[src/logic/qr_valley_pkg.sv]
// Constants, types and helpers for the quasi-resonant valley switching logic.
// Assumes one 25 MHz system clock; comparator levels arrive as digital pins.
// Behaviour
// - Gate rising edge starts 8 us clamp
// - Peak current reached ends the on-time
// - On-time over 50 us: stop, auto-restart
// - 3 us blanking after turn-off blocks restart
// - Core reset sensed by comparator edge
// - Early demag edge ignored, await next
// - Period clamp caps switching at 125 kHz
// - Valid demag edge sets the drive latch
// - Skip reset blocks demag edges
// - 8 us ringing timeout grants restart
// - Timeout restarts once skip reset releases
// - Feedback at skip level stops pulses
// - Resume above skip level plus hysteresis
// - Each skip release re-arms soft-start
// - Feedback clamped at skip level floor
// - Soft-start ramps setpoint over 5 ms
package qr_valley_pkg;

   // Clock rate and documented intervals in nanoseconds
   localparam int CLK_MHZ      = 25;
   localparam int CLAMP_NS     = 8000;
   localparam int MAXON_NS     = 50000;
   localparam int BLANK_NS     = 3000;
   localparam int TIMEOUT_NS   = 8000;
   localparam int SOFTSTART_NS = 5000000;
   localparam int RESTART_NS   = 1000000;

   // Least times round up, longest times round down
   function automatic int ns_up(input int ns);
      return (ns * CLK_MHZ + 999) / 1000;
   endfunction
   function automatic int ns_down(input int ns);
      return (ns * CLK_MHZ) / 1000;
   endfunction

   localparam int CLAMP_CYC     = ns_up(CLAMP_NS);
   localparam int MAXON_CYC     = ns_down(MAXON_NS);
   localparam int BLANK_CYC     = ns_up(BLANK_NS);
   localparam int TIMEOUT_CYC   = ns_up(TIMEOUT_NS);
   localparam int SOFTSTART_CYC = ns_up(SOFTSTART_NS);
   localparam int RESTART_CYC   = ns_up(RESTART_NS);

   // Setpoint word and levels
   localparam int         SET_W        = 8;
   localparam logic [7:0] SETPOINT_MAX = 8'hff;
   localparam logic [7:0] SETPOINT_RST = 8'h00;
   localparam logic [7:0] SKIP_LEVEL   = 8'h20;
   localparam logic [7:0] SKIP_HYST    = 8'h04;
   localparam int         CNT_W        = 24;

   // Synchronised comparator pair
   typedef struct packed {
      logic demag;
      logic current;
   } cmp_t;

   // Switching cycle states
   typedef enum logic [1:0] {
      ST_BLANK = 2'b00,
      ST_WAIT  = 2'b01,
      ST_ON    = 2'b10,
      ST_FAULT = 2'b11
   } state_t;

endpackage

[src/logic/qr_valley_switching_logic.sv]
// Cycle-by-cycle gate control: valley restart, period clamp, on-time fault,
// blanking, ringing timeout, skip bursts and soft-start setpoint ramp.
// Assumes comparator pins are asynchronous and FEEDBACK_LEVEL is on SYS_CLK.
`timescale 1ns/10ps
`default_nettype none
module qr_valley_switching_logic
   import qr_valley_pkg::*;
#(
   parameter int SOFTSTART_CYCLES = SOFTSTART_CYC,   // Shorten in simulation
   parameter int RESTART_CYCLES   = RESTART_CYC,     // Safe restart pause
   parameter logic [7:0] SKIP_THRESHOLD = SKIP_LEVEL,
   parameter logic [7:0] SKIP_HYSTERESIS = SKIP_HYST
) (
   // Clock and reset
   input  wire logic             SYS_CLK,
   input  wire logic             RST_N,
   // Analog comparator pins
   input  wire logic             DEMAG_CMP,
   input  wire logic             CURRENT_CMP,
   // Feedback loop word
   input  wire logic [SET_W-1:0] FEEDBACK_LEVEL,
   // Drive and status
   output var  logic             GATE_DRIVE_OUTPUT,
   output var  logic [SET_W-1:0] PEAK_SETPOINT,
   output var  logic             SKIP_ACTIVE,
   output var  logic             RESTART_FAULT
);

   // Soft-start step length, at least one cycle
   localparam int SS_STEP = (SOFTSTART_CYCLES / 256 > 0) ? SOFTSTART_CYCLES / 256 : 1;

   cmp_t             sync1;          // First stage, read only by sync2
   cmp_t             sync2;          // Usable comparator levels
   logic             demag_prev;     // Delayed demag for edge
   logic             demag_edge;     // Core reset edge pulse
   state_t           state;          // Cycle state
   state_t           next_state;
   logic [CNT_W-1:0] st_cnt;         // Per-state interval counter
   logic [CNT_W-1:0] next_st_cnt;
   logic [15:0]      clamp_cnt;      // Cycles since last set
   logic [15:0]      next_clamp_cnt;
   logic             clamp_done;     // Period clamp elapsed
   logic [15:0]      tmo_cnt;        // Cycles since last crossing
   logic [15:0]      next_tmo_cnt;
   logic             tmo_ok;         // Timeout restart permission
   logic             skip;           // Skip reset held
   logic             next_skip;
   logic             rearm;          // Soft-start restart pulse
   logic             next_rearm;
   logic             set_evt;        // Latch set this cycle
   logic [SET_W-1:0] ss_level;       // Soft-start ceiling
   logic [SET_W-1:0] next_ss_level;
   logic [CNT_W-1:0] ss_pre;         // Ramp prescaler
   logic [CNT_W-1:0] next_ss_pre;
   logic [SET_W-1:0] floor_fb;       // Feedback with skip floor
   logic [SET_W-1:0] next_setpoint;

   // Two-flop synchronisers and edge detection
   always_ff @(posedge SYS_CLK or negedge RST_N) begin
      if (!RST_N) begin
         sync1      <= '0;
         sync2      <= '0;
         demag_prev <= 1'b0;
      end else begin
         sync1      <= '{demag: DEMAG_CMP, current: CURRENT_CMP};
         sync2      <= sync1;
         demag_prev <= sync2.demag;
      end
   end

   // Edge, not level, clocks the latch
   assign demag_edge = sync2.demag & ~demag_prev;
   assign clamp_done = (clamp_cnt == 16'(CLAMP_CYC));
   assign tmo_ok     = (tmo_cnt == 16'(TIMEOUT_CYC));

   // Skip comparator with hysteresis
   always_comb begin
      next_skip  = skip;
      next_rearm = 1'b0;
      if (!skip) begin
         if (FEEDBACK_LEVEL <= SKIP_THRESHOLD) begin
            next_skip = 1'b1;
         end
      end else if (FEEDBACK_LEVEL > SKIP_THRESHOLD + SKIP_HYSTERESIS) begin
         next_skip  = 1'b0;
         next_rearm = 1'b1;
      end
   end

   // Set only in wait, with clamp done, no skip, and a trigger
   assign set_evt = (state == ST_WAIT) && clamp_done && !skip
                    && (demag_edge || tmo_ok);

   // Cycle state machine next values
   always_comb begin
      next_state  = state;
      next_st_cnt = st_cnt + 1'b1;
      case (state)
         ST_BLANK: begin
            // Leakage ringing must never count as core reset
            if (st_cnt >= CNT_W'(BLANK_CYC - 1)) begin
               next_state  = ST_WAIT;
               next_st_cnt = '0;
            end
         end
         ST_WAIT: begin
            if (set_evt) begin
               next_state  = ST_ON;
               next_st_cnt = '0;
            end
         end
         ST_ON: begin
            if (st_cnt >= CNT_W'(MAXON_CYC - 1)) begin
               next_state  = ST_FAULT;
               next_st_cnt = '0;
            end else if (sync2.current || skip) begin
               next_state  = ST_BLANK;
               next_st_cnt = '0;
            end
         end
         ST_FAULT: begin
            // Auto-recovery after a quiet pause
            if (st_cnt >= CNT_W'(RESTART_CYCLES - 1)) begin
               next_state  = ST_BLANK;
               next_st_cnt = '0;
            end
         end
         default: begin
            next_state  = ST_BLANK;
            next_st_cnt = '0;
         end
      endcase
   end

   // Period clamp and ringing timeout counters
   always_comb begin
      next_clamp_cnt = clamp_cnt;
      next_tmo_cnt   = tmo_cnt;
      // Clamp restarts at every set, so on plus off is covered
      if (set_evt) begin
         next_clamp_cnt = '0;
      end else if (!clamp_done) begin
         next_clamp_cnt = clamp_cnt + 1'b1;
      end
      // Timeout only runs while off and past blanking
      if (state != ST_WAIT || demag_edge) begin
         next_tmo_cnt = '0;
      end else if (!tmo_ok) begin
         next_tmo_cnt = tmo_cnt + 1'b1;
      end
   end

   // Soft-start ramp and setpoint clamp
   always_comb begin
      next_ss_level = ss_level;
      next_ss_pre   = ss_pre;
      // Re-arm on the releasing edge itself, so the first burst pulse
      // already sees a low ceiling instead of one cycle at full level
      if (next_rearm || rearm || state == ST_FAULT) begin
         next_ss_level = SETPOINT_RST;
         next_ss_pre   = '0;
      end else if (ss_level != SETPOINT_MAX) begin
         if (ss_pre >= CNT_W'(SS_STEP - 1)) begin
            next_ss_pre   = '0;
            next_ss_level = ss_level + 1'b1;
         end else begin
            next_ss_pre = ss_pre + 1'b1;
         end
      end
      // Light load stops lowering the peak; skipping takes over
      floor_fb      = (FEEDBACK_LEVEL < SKIP_THRESHOLD) ? SKIP_THRESHOLD
                                                         : FEEDBACK_LEVEL;
      next_setpoint = (floor_fb < ss_level) ? floor_fb : ss_level;
   end

   // Register all groups; outputs straight from flops
   always_ff @(posedge SYS_CLK or negedge RST_N) begin
      if (!RST_N) begin
         state             <= ST_BLANK;
         st_cnt            <= '0;
         clamp_cnt         <= 16'(CLAMP_CYC);
         tmo_cnt           <= '0;
         skip              <= 1'b0;
         rearm             <= 1'b0;
         ss_level          <= SETPOINT_RST;
         ss_pre            <= '0;
         GATE_DRIVE_OUTPUT <= 1'b0;
         PEAK_SETPOINT     <= SETPOINT_RST;
         SKIP_ACTIVE       <= 1'b0;
         RESTART_FAULT     <= 1'b0;
      end else begin
         state             <= next_state;
         st_cnt            <= next_st_cnt;
         clamp_cnt         <= next_clamp_cnt;
         tmo_cnt           <= next_tmo_cnt;
         skip              <= next_skip;
         rearm             <= next_rearm;
         ss_level          <= next_ss_level;
         ss_pre            <= next_ss_pre;
         GATE_DRIVE_OUTPUT <= (next_state == ST_ON);
         PEAK_SETPOINT     <= next_setpoint;
         SKIP_ACTIVE       <= next_skip;
         RESTART_FAULT     <= (next_state == ST_FAULT);
      end
   end

   // Helper counts for the checks below
   logic [15:0] low_cnt;    // Consecutive gate-low cycles
   logic [15:0] high_cnt;   // Consecutive gate-high cycles
   always_ff @(posedge SYS_CLK or negedge RST_N) begin
      if (!RST_N) begin
         low_cnt  <= 16'hffff;
         high_cnt <= '0;
      end else begin
         low_cnt  <= GATE_DRIVE_OUTPUT ? '0 : (low_cnt == 16'hffff ? low_cnt : low_cnt + 1'b1);
         high_cnt <= GATE_DRIVE_OUTPUT ? high_cnt + 1'b1 : '0;
      end
   end
endmodule // qr_valley_switching_logic
`default_nettype wire

[config.mk]
export PLATFORM = sky130hd
export DESIGN_NAME = qr_valley_switching_logic
export DESIGN_NICKNAME = d
export VERILOG_FILES = /design/src/logic/qr_valley_pkg.sv /design/src/logic/qr_valley_switching_logic.sv
export SDC_FILE = /design/constraint.sdc
export NUM_CORES = 1
export LEC_CHECK = 0
export ABC_CLOCK_PERIOD_IN_PS = 2200
export BUFFER_PORTS_ARGS = -buffer_cell sky130_fd_sc_hd__buf_2
export CORE_ASPECT_RATIO = 1.75
export CORE_UTILIZATION = 50
export CTS_BUF_LIST = sky130_fd_sc_hd__clkbuf_16
export DETAILED_ROUTE_END_ITERATION = 7
export HOLD_SLACK_MARGIN = 0.1
export PLACE_DENSITY = 0.8
export SYNTH_ARGS = -nofsm -noshare
export SYNTH_HDL_FRONTEND = slang
export SYNTH_SLANG_ARGS = --single-unit
[constraint.sdc]
create_clock -name SYS_CLK -period 2.2 [get_ports SYS_CLK]
set_input_delay 0.44 -clock SYS_CLK [delete_from_list [all_inputs] [get_ports SYS_CLK]]
set_output_delay 0.44 -clock SYS_CLK [all_outputs]
set_load 0.005 [all_outputs]
==> results of run 1 <==
[flip-flops by register name, summed over array words and instances (netlist names), 8 cells and up]
name / cells
PEAK_SETPOINT: 8
clamp_cnt: 16
ss_level: 8
ss_pre: 24
st_cnt: 24
tmo_cnt: 16
[power breakdown]
part           internal [mW]  switching, mW  total [mW]
clock                  0.744          0.683        1.43
combinational          0.237          0.246       0.483
sequential              2.05         0.0713        2.12
[metrics by stage]
stage	hold WS, ns	utilization (%)
global route	0.197	59.6
floorplan	0.144	-
CTS	0.196	59.4
detailed placement	0.360	56.8
global placement	0.357	56.8
finish	0.201	59.6
[area by class of cell]
| type | instances | area share (%) |
|---|---|---|
| clock inverters | 6 | 0.429 |
| flip-flops and latches | 107 | 41.8 |
| inverters | 16 | 0.937 |
| well taps | 130 | 2.54 |
| clock buffers | 9 | 3.51 |
| repair buffers | 59 | 7.20 |
| multi-input cells | 402 | 43.6 |
[per-layer routing]
layer	vias up	share of wire, %	global-route usage (%)
met5	-	0	0
met4	0	3.0	11.6
met3	30	2.6	3.09
met2	91	57	43.2
met1	2167	38	24.3
li1	2070	-	-
[path summary, 6_finish.rpt]
path | startpoint | endpoint | slack (ns) | cells after the start
min reg2reg | sync1[1] | sync2[1] | 0.37 | 0
max reg2reg | ss_level[0] | ss_level[6] | 0.08 | 7
max in group asynchronous | RST_N | ss_pre[6] | 0.99 | 3
min in group asynchronous | RST_N | clamp_cnt[13] | 0.61 | 2
min | CURRENT_CMP | sync1[0] | 0.20 | 1
max | FEEDBACK_LEVEL[5] | PEAK_SETPOINT[7] | -0.17 | 10
[timing repair]
action | 4_1_cts | 5_1_grt
hold buffers | 1 | 0
endpoints found under the hold margin | 19 | 0
setup endpoints to repair | 8 | 33
gates cloned | 0 | 0
buffers inserted | 0 | 1
resized for setup | 4 | 2
pin swaps | 4 | 1
[kinds of logic after synthesis]
kind of cell / share of synthesized area (%)
AO/OA/AOI/OAI: 11.8
XOR/XNOR: 8.69
adder cells (fa/ha/maj): 3.84
buffers and inverters: 2.98
flip-flops: 48.4
multiplexers: 1.81
AND/OR/NAND/NOR: 22.5
[worst max-delay path: cells and delay by family]
family | cells | cell delay, ns
and+or+nand+nor | 3 | 1.10
AOI/OAI and AO/OA | 3 | 0.37
muxes | 1 | 0.30
buffers and inverters | 2 | 0.24
adders and majority gates | 1 | 0.15
[synthesized netlist by cell type (all sizes together), types with 7 or more instances]
library cell | number | area [um^2]
buf | 7 | 37.5
xor2 | 25 | 219
and4 | 7 | 61.3
nand3 | 27 | 135
a31oi | 8 | 50.1
dfrtp | 104 | 2600
nand2 | 36 | 135
a21oi | 37 | 189
nor3 | 9 | 45.0
and2 | 7 | 43.8
clkbuf | 18 | 67.6
and3 | 21 | 133
ha | 17 | 213
nor4 | 15 | 109
inv | 16 | 60.1
nor2 | 55 | 209
nand4 | 18 | 119
a41oi | 7 | 61.3
mux2 | 8 | 90.1
o21ai | 14 | 70.1
xnor2 | 30 | 263
==> impl_metrics.ini, run 1 <==
[outcome]
status = complete, but fails checks
violations = setup timing

[clocking]
htreeDepth = 3
clk_latency_ns = 0.34
cts_tree = yes
clockBufferDepth = 2
root_buffer = clkbuf_16
clk_pin_slew_ns = 0.06
cts_buffers = 9
clkSinkCount = 107

[timing]
finalSetupTns_ns = -1.29
relSlewSlack_pct = 59.6
fin_skew_ns = 0.00639
finalHoldViolations = 0
rsz0062_at_grt = yes
period_minus_slack_ns = 2.37
maxSlewViolCount = 0
setup_viol = 8
fin_ws_ns = -0.166
max_freq_mhz = 423
worst_pin_slew_ns = 0.606
period_share_pct = 108

[global_routing]
grt_pass1_vias = 4459
antenna_found_initial = 0
grt_max_degree = 40
grt_pass1_wl_um = 20400
grt.total_usage_pct = 23.2
overflow = 0

[floorplanning]
die_h_um = 141
core_area_mm2 = 0.0108
io_pins = 23
start_util_pct = 51.5
die-area_mm2 = 0.0115
die_w_um = 81.6
row_count = 50

[drt]
drtIter0Drc = 310
drt_wl_total_um = 12200
vias_per_cell = 5.98
drc = 0
vias = 4358
antenna_left = 0
routedWlPerCell_um = 16.8
firstDrtPassIters = 4

[run]
drv_cap = 0

[place]
dp.cells = 712
dp_hpwl_um = 8900
placed_cell_area_mm2 = 0.00611
pre_cts_ws_ns = -0.579
place_congestion = 0.818
port_buffers = 22

[synth]
ys.flop_type = dfrtp_1
syn_area_mm2 = 0.00554
netlist_instances = 550
yosys_warnings = 0
synth.yosys.seq_area_share_pct = 48.4
ys_ff_latch = 107
synth.net_count = 579
avgSynthCellArea_um2 = 10.1
synthArstFlopShare_pct = 100
synth_cell_type_count = 64
synth_edf_count = 0

[power_and_ir_drop]
p_leak_nw = 2.88
power_mw = 4.03
ir_worst_vdd_v = 0.000511
powerDensity_mw_per_mm2 = 628

[finish]
syn_to_final_growth_pct = 15.7
multi_input_area_mm2 = 0.00279
n_antenna_cell = 0
fillers = 880
final_area_mm2 = 0.00641
final_cell_mix = dfrtp_1, nor2_1, nand2_1, a21oi_1, buf_4
drive_gt1_share_pct = 18.2
layout_commonest_cell = dfrtp_1
seqCellArea_mm2 = 0.00268
fin_nets = 624
fin_cells = 729

[worst_setup_path]
cpPeakStageDelay_ns = 0.53
cp_slowest_cell = or4b_4
crit_top_cell = o21ai_2
crit_path_end_kind = flip-flop
crit_chain = buf_6 > or3_4 > and2_4 > ha_4 > or4b_4 > o21ai_2 > o21ai_2 > a21oi_4 > buf_12 > mux2_4
worstPathRequired_ns = 2.43
crit_arrival_ns = 2.59
worstSetupPathType = in2reg
cp-start-kind = input port
path_max_fanout = 8

[worst_hold_path]
min_path_type = in2reg
(Power assumes the default switching activity.)
==> inputs of run 2 (changes only) <==
BUFFER_PORTS_ARGS = default   (was -buffer_cell sky130_fd_sc_hd__buf_2)
DONT_BUFFER_PORTS = 1   (was default)
PLACE_DENSITY = 0.68   (was 0.8)
==> impl_metrics.ini, run 2 (synthesized netlist as in run 1, its figures left out) <==
[finish]
n_antenna_cell = 0
reg_top3 = ss_pre x24, st_cnt x24
fin_nets = 592
drive_gt1_share_pct = 14.8
fin_util_pct = 58.0
final_area_mm2 = 0.00624
final_cell_mix = dfrtp_1, nor2_1, a21oi_1
layout_commonest_cell = dfrtp_1
fin_cells = 698
syn_to_final_growth_pct = 12.6

[floorplanning]
die_h_um = 141
die-area_mm2 = 0.0115
row_count = 50
start_util_pct = 51.5
io_pins = 23
die_w_um = 81.6
core_area_mm2 = 0.0108

[place]
port_buffers = 0
dp_hpwl_um = 8090
pre_cts_ws_ns = -0.455
placed_cell_area_mm2 = 0.00591
place_congestion = 0.849
dp.cells = 680

[timing]
max_freq_mhz = 439
fin_skew_ns = 0.00602
relSlewSlack_pct = 59.0
fin_ws_ns = -0.0801
rsz0062_at_grt = yes
worst_pin_slew_ns = 0.615
period_share_pct = 104
setup_viol = 8
finalSetupTns_ns = -0.562
period_minus_slack_ns = 2.28
finalHoldViolations = 107
hold_ws_ns = -0.217
maxSlewViolCount = 0

[clocking]
clk_latency_ns = 0.34
htreeDepth = 3
cts_buffers = 9
clk_pin_slew_ns = 0.07
cts_tree = yes
clkSinkCount = 107
clockBufferDepth = 2
post_cts_buffers = 0
root_buffer = clkbuf_16

[power_and_ir_drop]
ir_worst_vdd_v = 0.000533
powerDensity_mw_per_mm2 = 641
p_leak_nw = 2.72
power_mw = 4.00

[worst_setup_path]
crit_path_end_kind = flip-flop
crit_arrival_ns = 2.51
rr_worst_depth = 8
worstPathRequired_ns = 2.43
rrSetupSlack_ns = 0.10
r2r-end = PEAK_SETPOINT[4]
r2r-start = ss_level[3]
worstSetupPathType = in2reg
cp-start-kind = input port
path_max_fanout = 6

[drt]
drtIter0Drc = 180
drt_wl_total_um = 11200
vias_per_cell = 5.81
drc = 0
vias = 4056
antenna_left = 0
routedWlPerCell_um = 16.0
firstDrtPassIters = 5

[global_routing]
grt_max_degree = 108
grt_pass1_vias = 4132
grt_pass1_wl_um = 18700
antenna_found_initial = 0
overflow = 0
grt.total_usage_pct = 21.1

[outcome]
violations = hold timing, setup timing
status = complete, but fails checks

[worst_hold_path]
min_path_type = in2async

[run]
drv_cap = 0
run 2: changes by cell type in the layout (fill, tap and decap cells not counted), moves of 2 or more:
cell and delta:
buf_2 -20, buf_4 -13, clkinv_4 +3, inv_1 -3, buf_6 +2
run 2: where the power goes:
part	internal, mW	switching, mW
registers	2.05	0.0784
clock network	0.774	0.726
logic	0.200	0.176
run 2: cell type report:
class	count	area, um^2
fill	918	4520
multi-input combinational	402	2790
sequential	107	2680
timing repair buffer	27	267
clock buffer	9	225
tap	130	163
inverter	16	60.1
clock inverter	7	52.6
run 2: worst max path at each step:
| stage | to | cells after the start | slack, ns | start |
|---|---|---|---|---|
| floorplan | PEAK_SETPOINT[2] | 8 | -0.43 | FEEDBACK_LEVEL[5] |
| global placement | PEAK_SETPOINT[7] | 9 | -0.45 | FEEDBACK_LEVEL[5] |
| detailed placement | PEAK_SETPOINT[6] | 9 | -0.46 | FEEDBACK_LEVEL[5] |
| CTS | PEAK_SETPOINT[6] | 9 | -0.09 | FEEDBACK_LEVEL[5] |
| global route | PEAK_SETPOINT[4] | 9 | -0.12 | FEEDBACK_LEVEL[5] |
| finish | PEAK_SETPOINT[4] | 9 | -0.08 | FEEDBACK_LEVEL[5] |
run 2: worst max-delay path, stage by stage:
cell and delay [ns]:
or3_4 0.39, and2_4 0.16, ha_4 0.15, or4b_4 0.52, o21ai_2 0.14, o21ai_2 0.08
a21oi_4 0.18, buf_12 0.15, mux2_4 0.29
run 2: what timing repair did:
action,in CTS,in global routing
setup endpoints to repair,8,24
pin swaps,2,1
cloned,0,1
hold endpoints to repair,107,108
gates resized for setup,2,10
run 2: per-layer routing:
metal | track usage (%) | wire length, um
met5 | 0 | 0
met4 | 8.40 | 297
met1 | 22.9 | 4580
met3 | 4.50 | 228
met2 | 38.6 | 6100
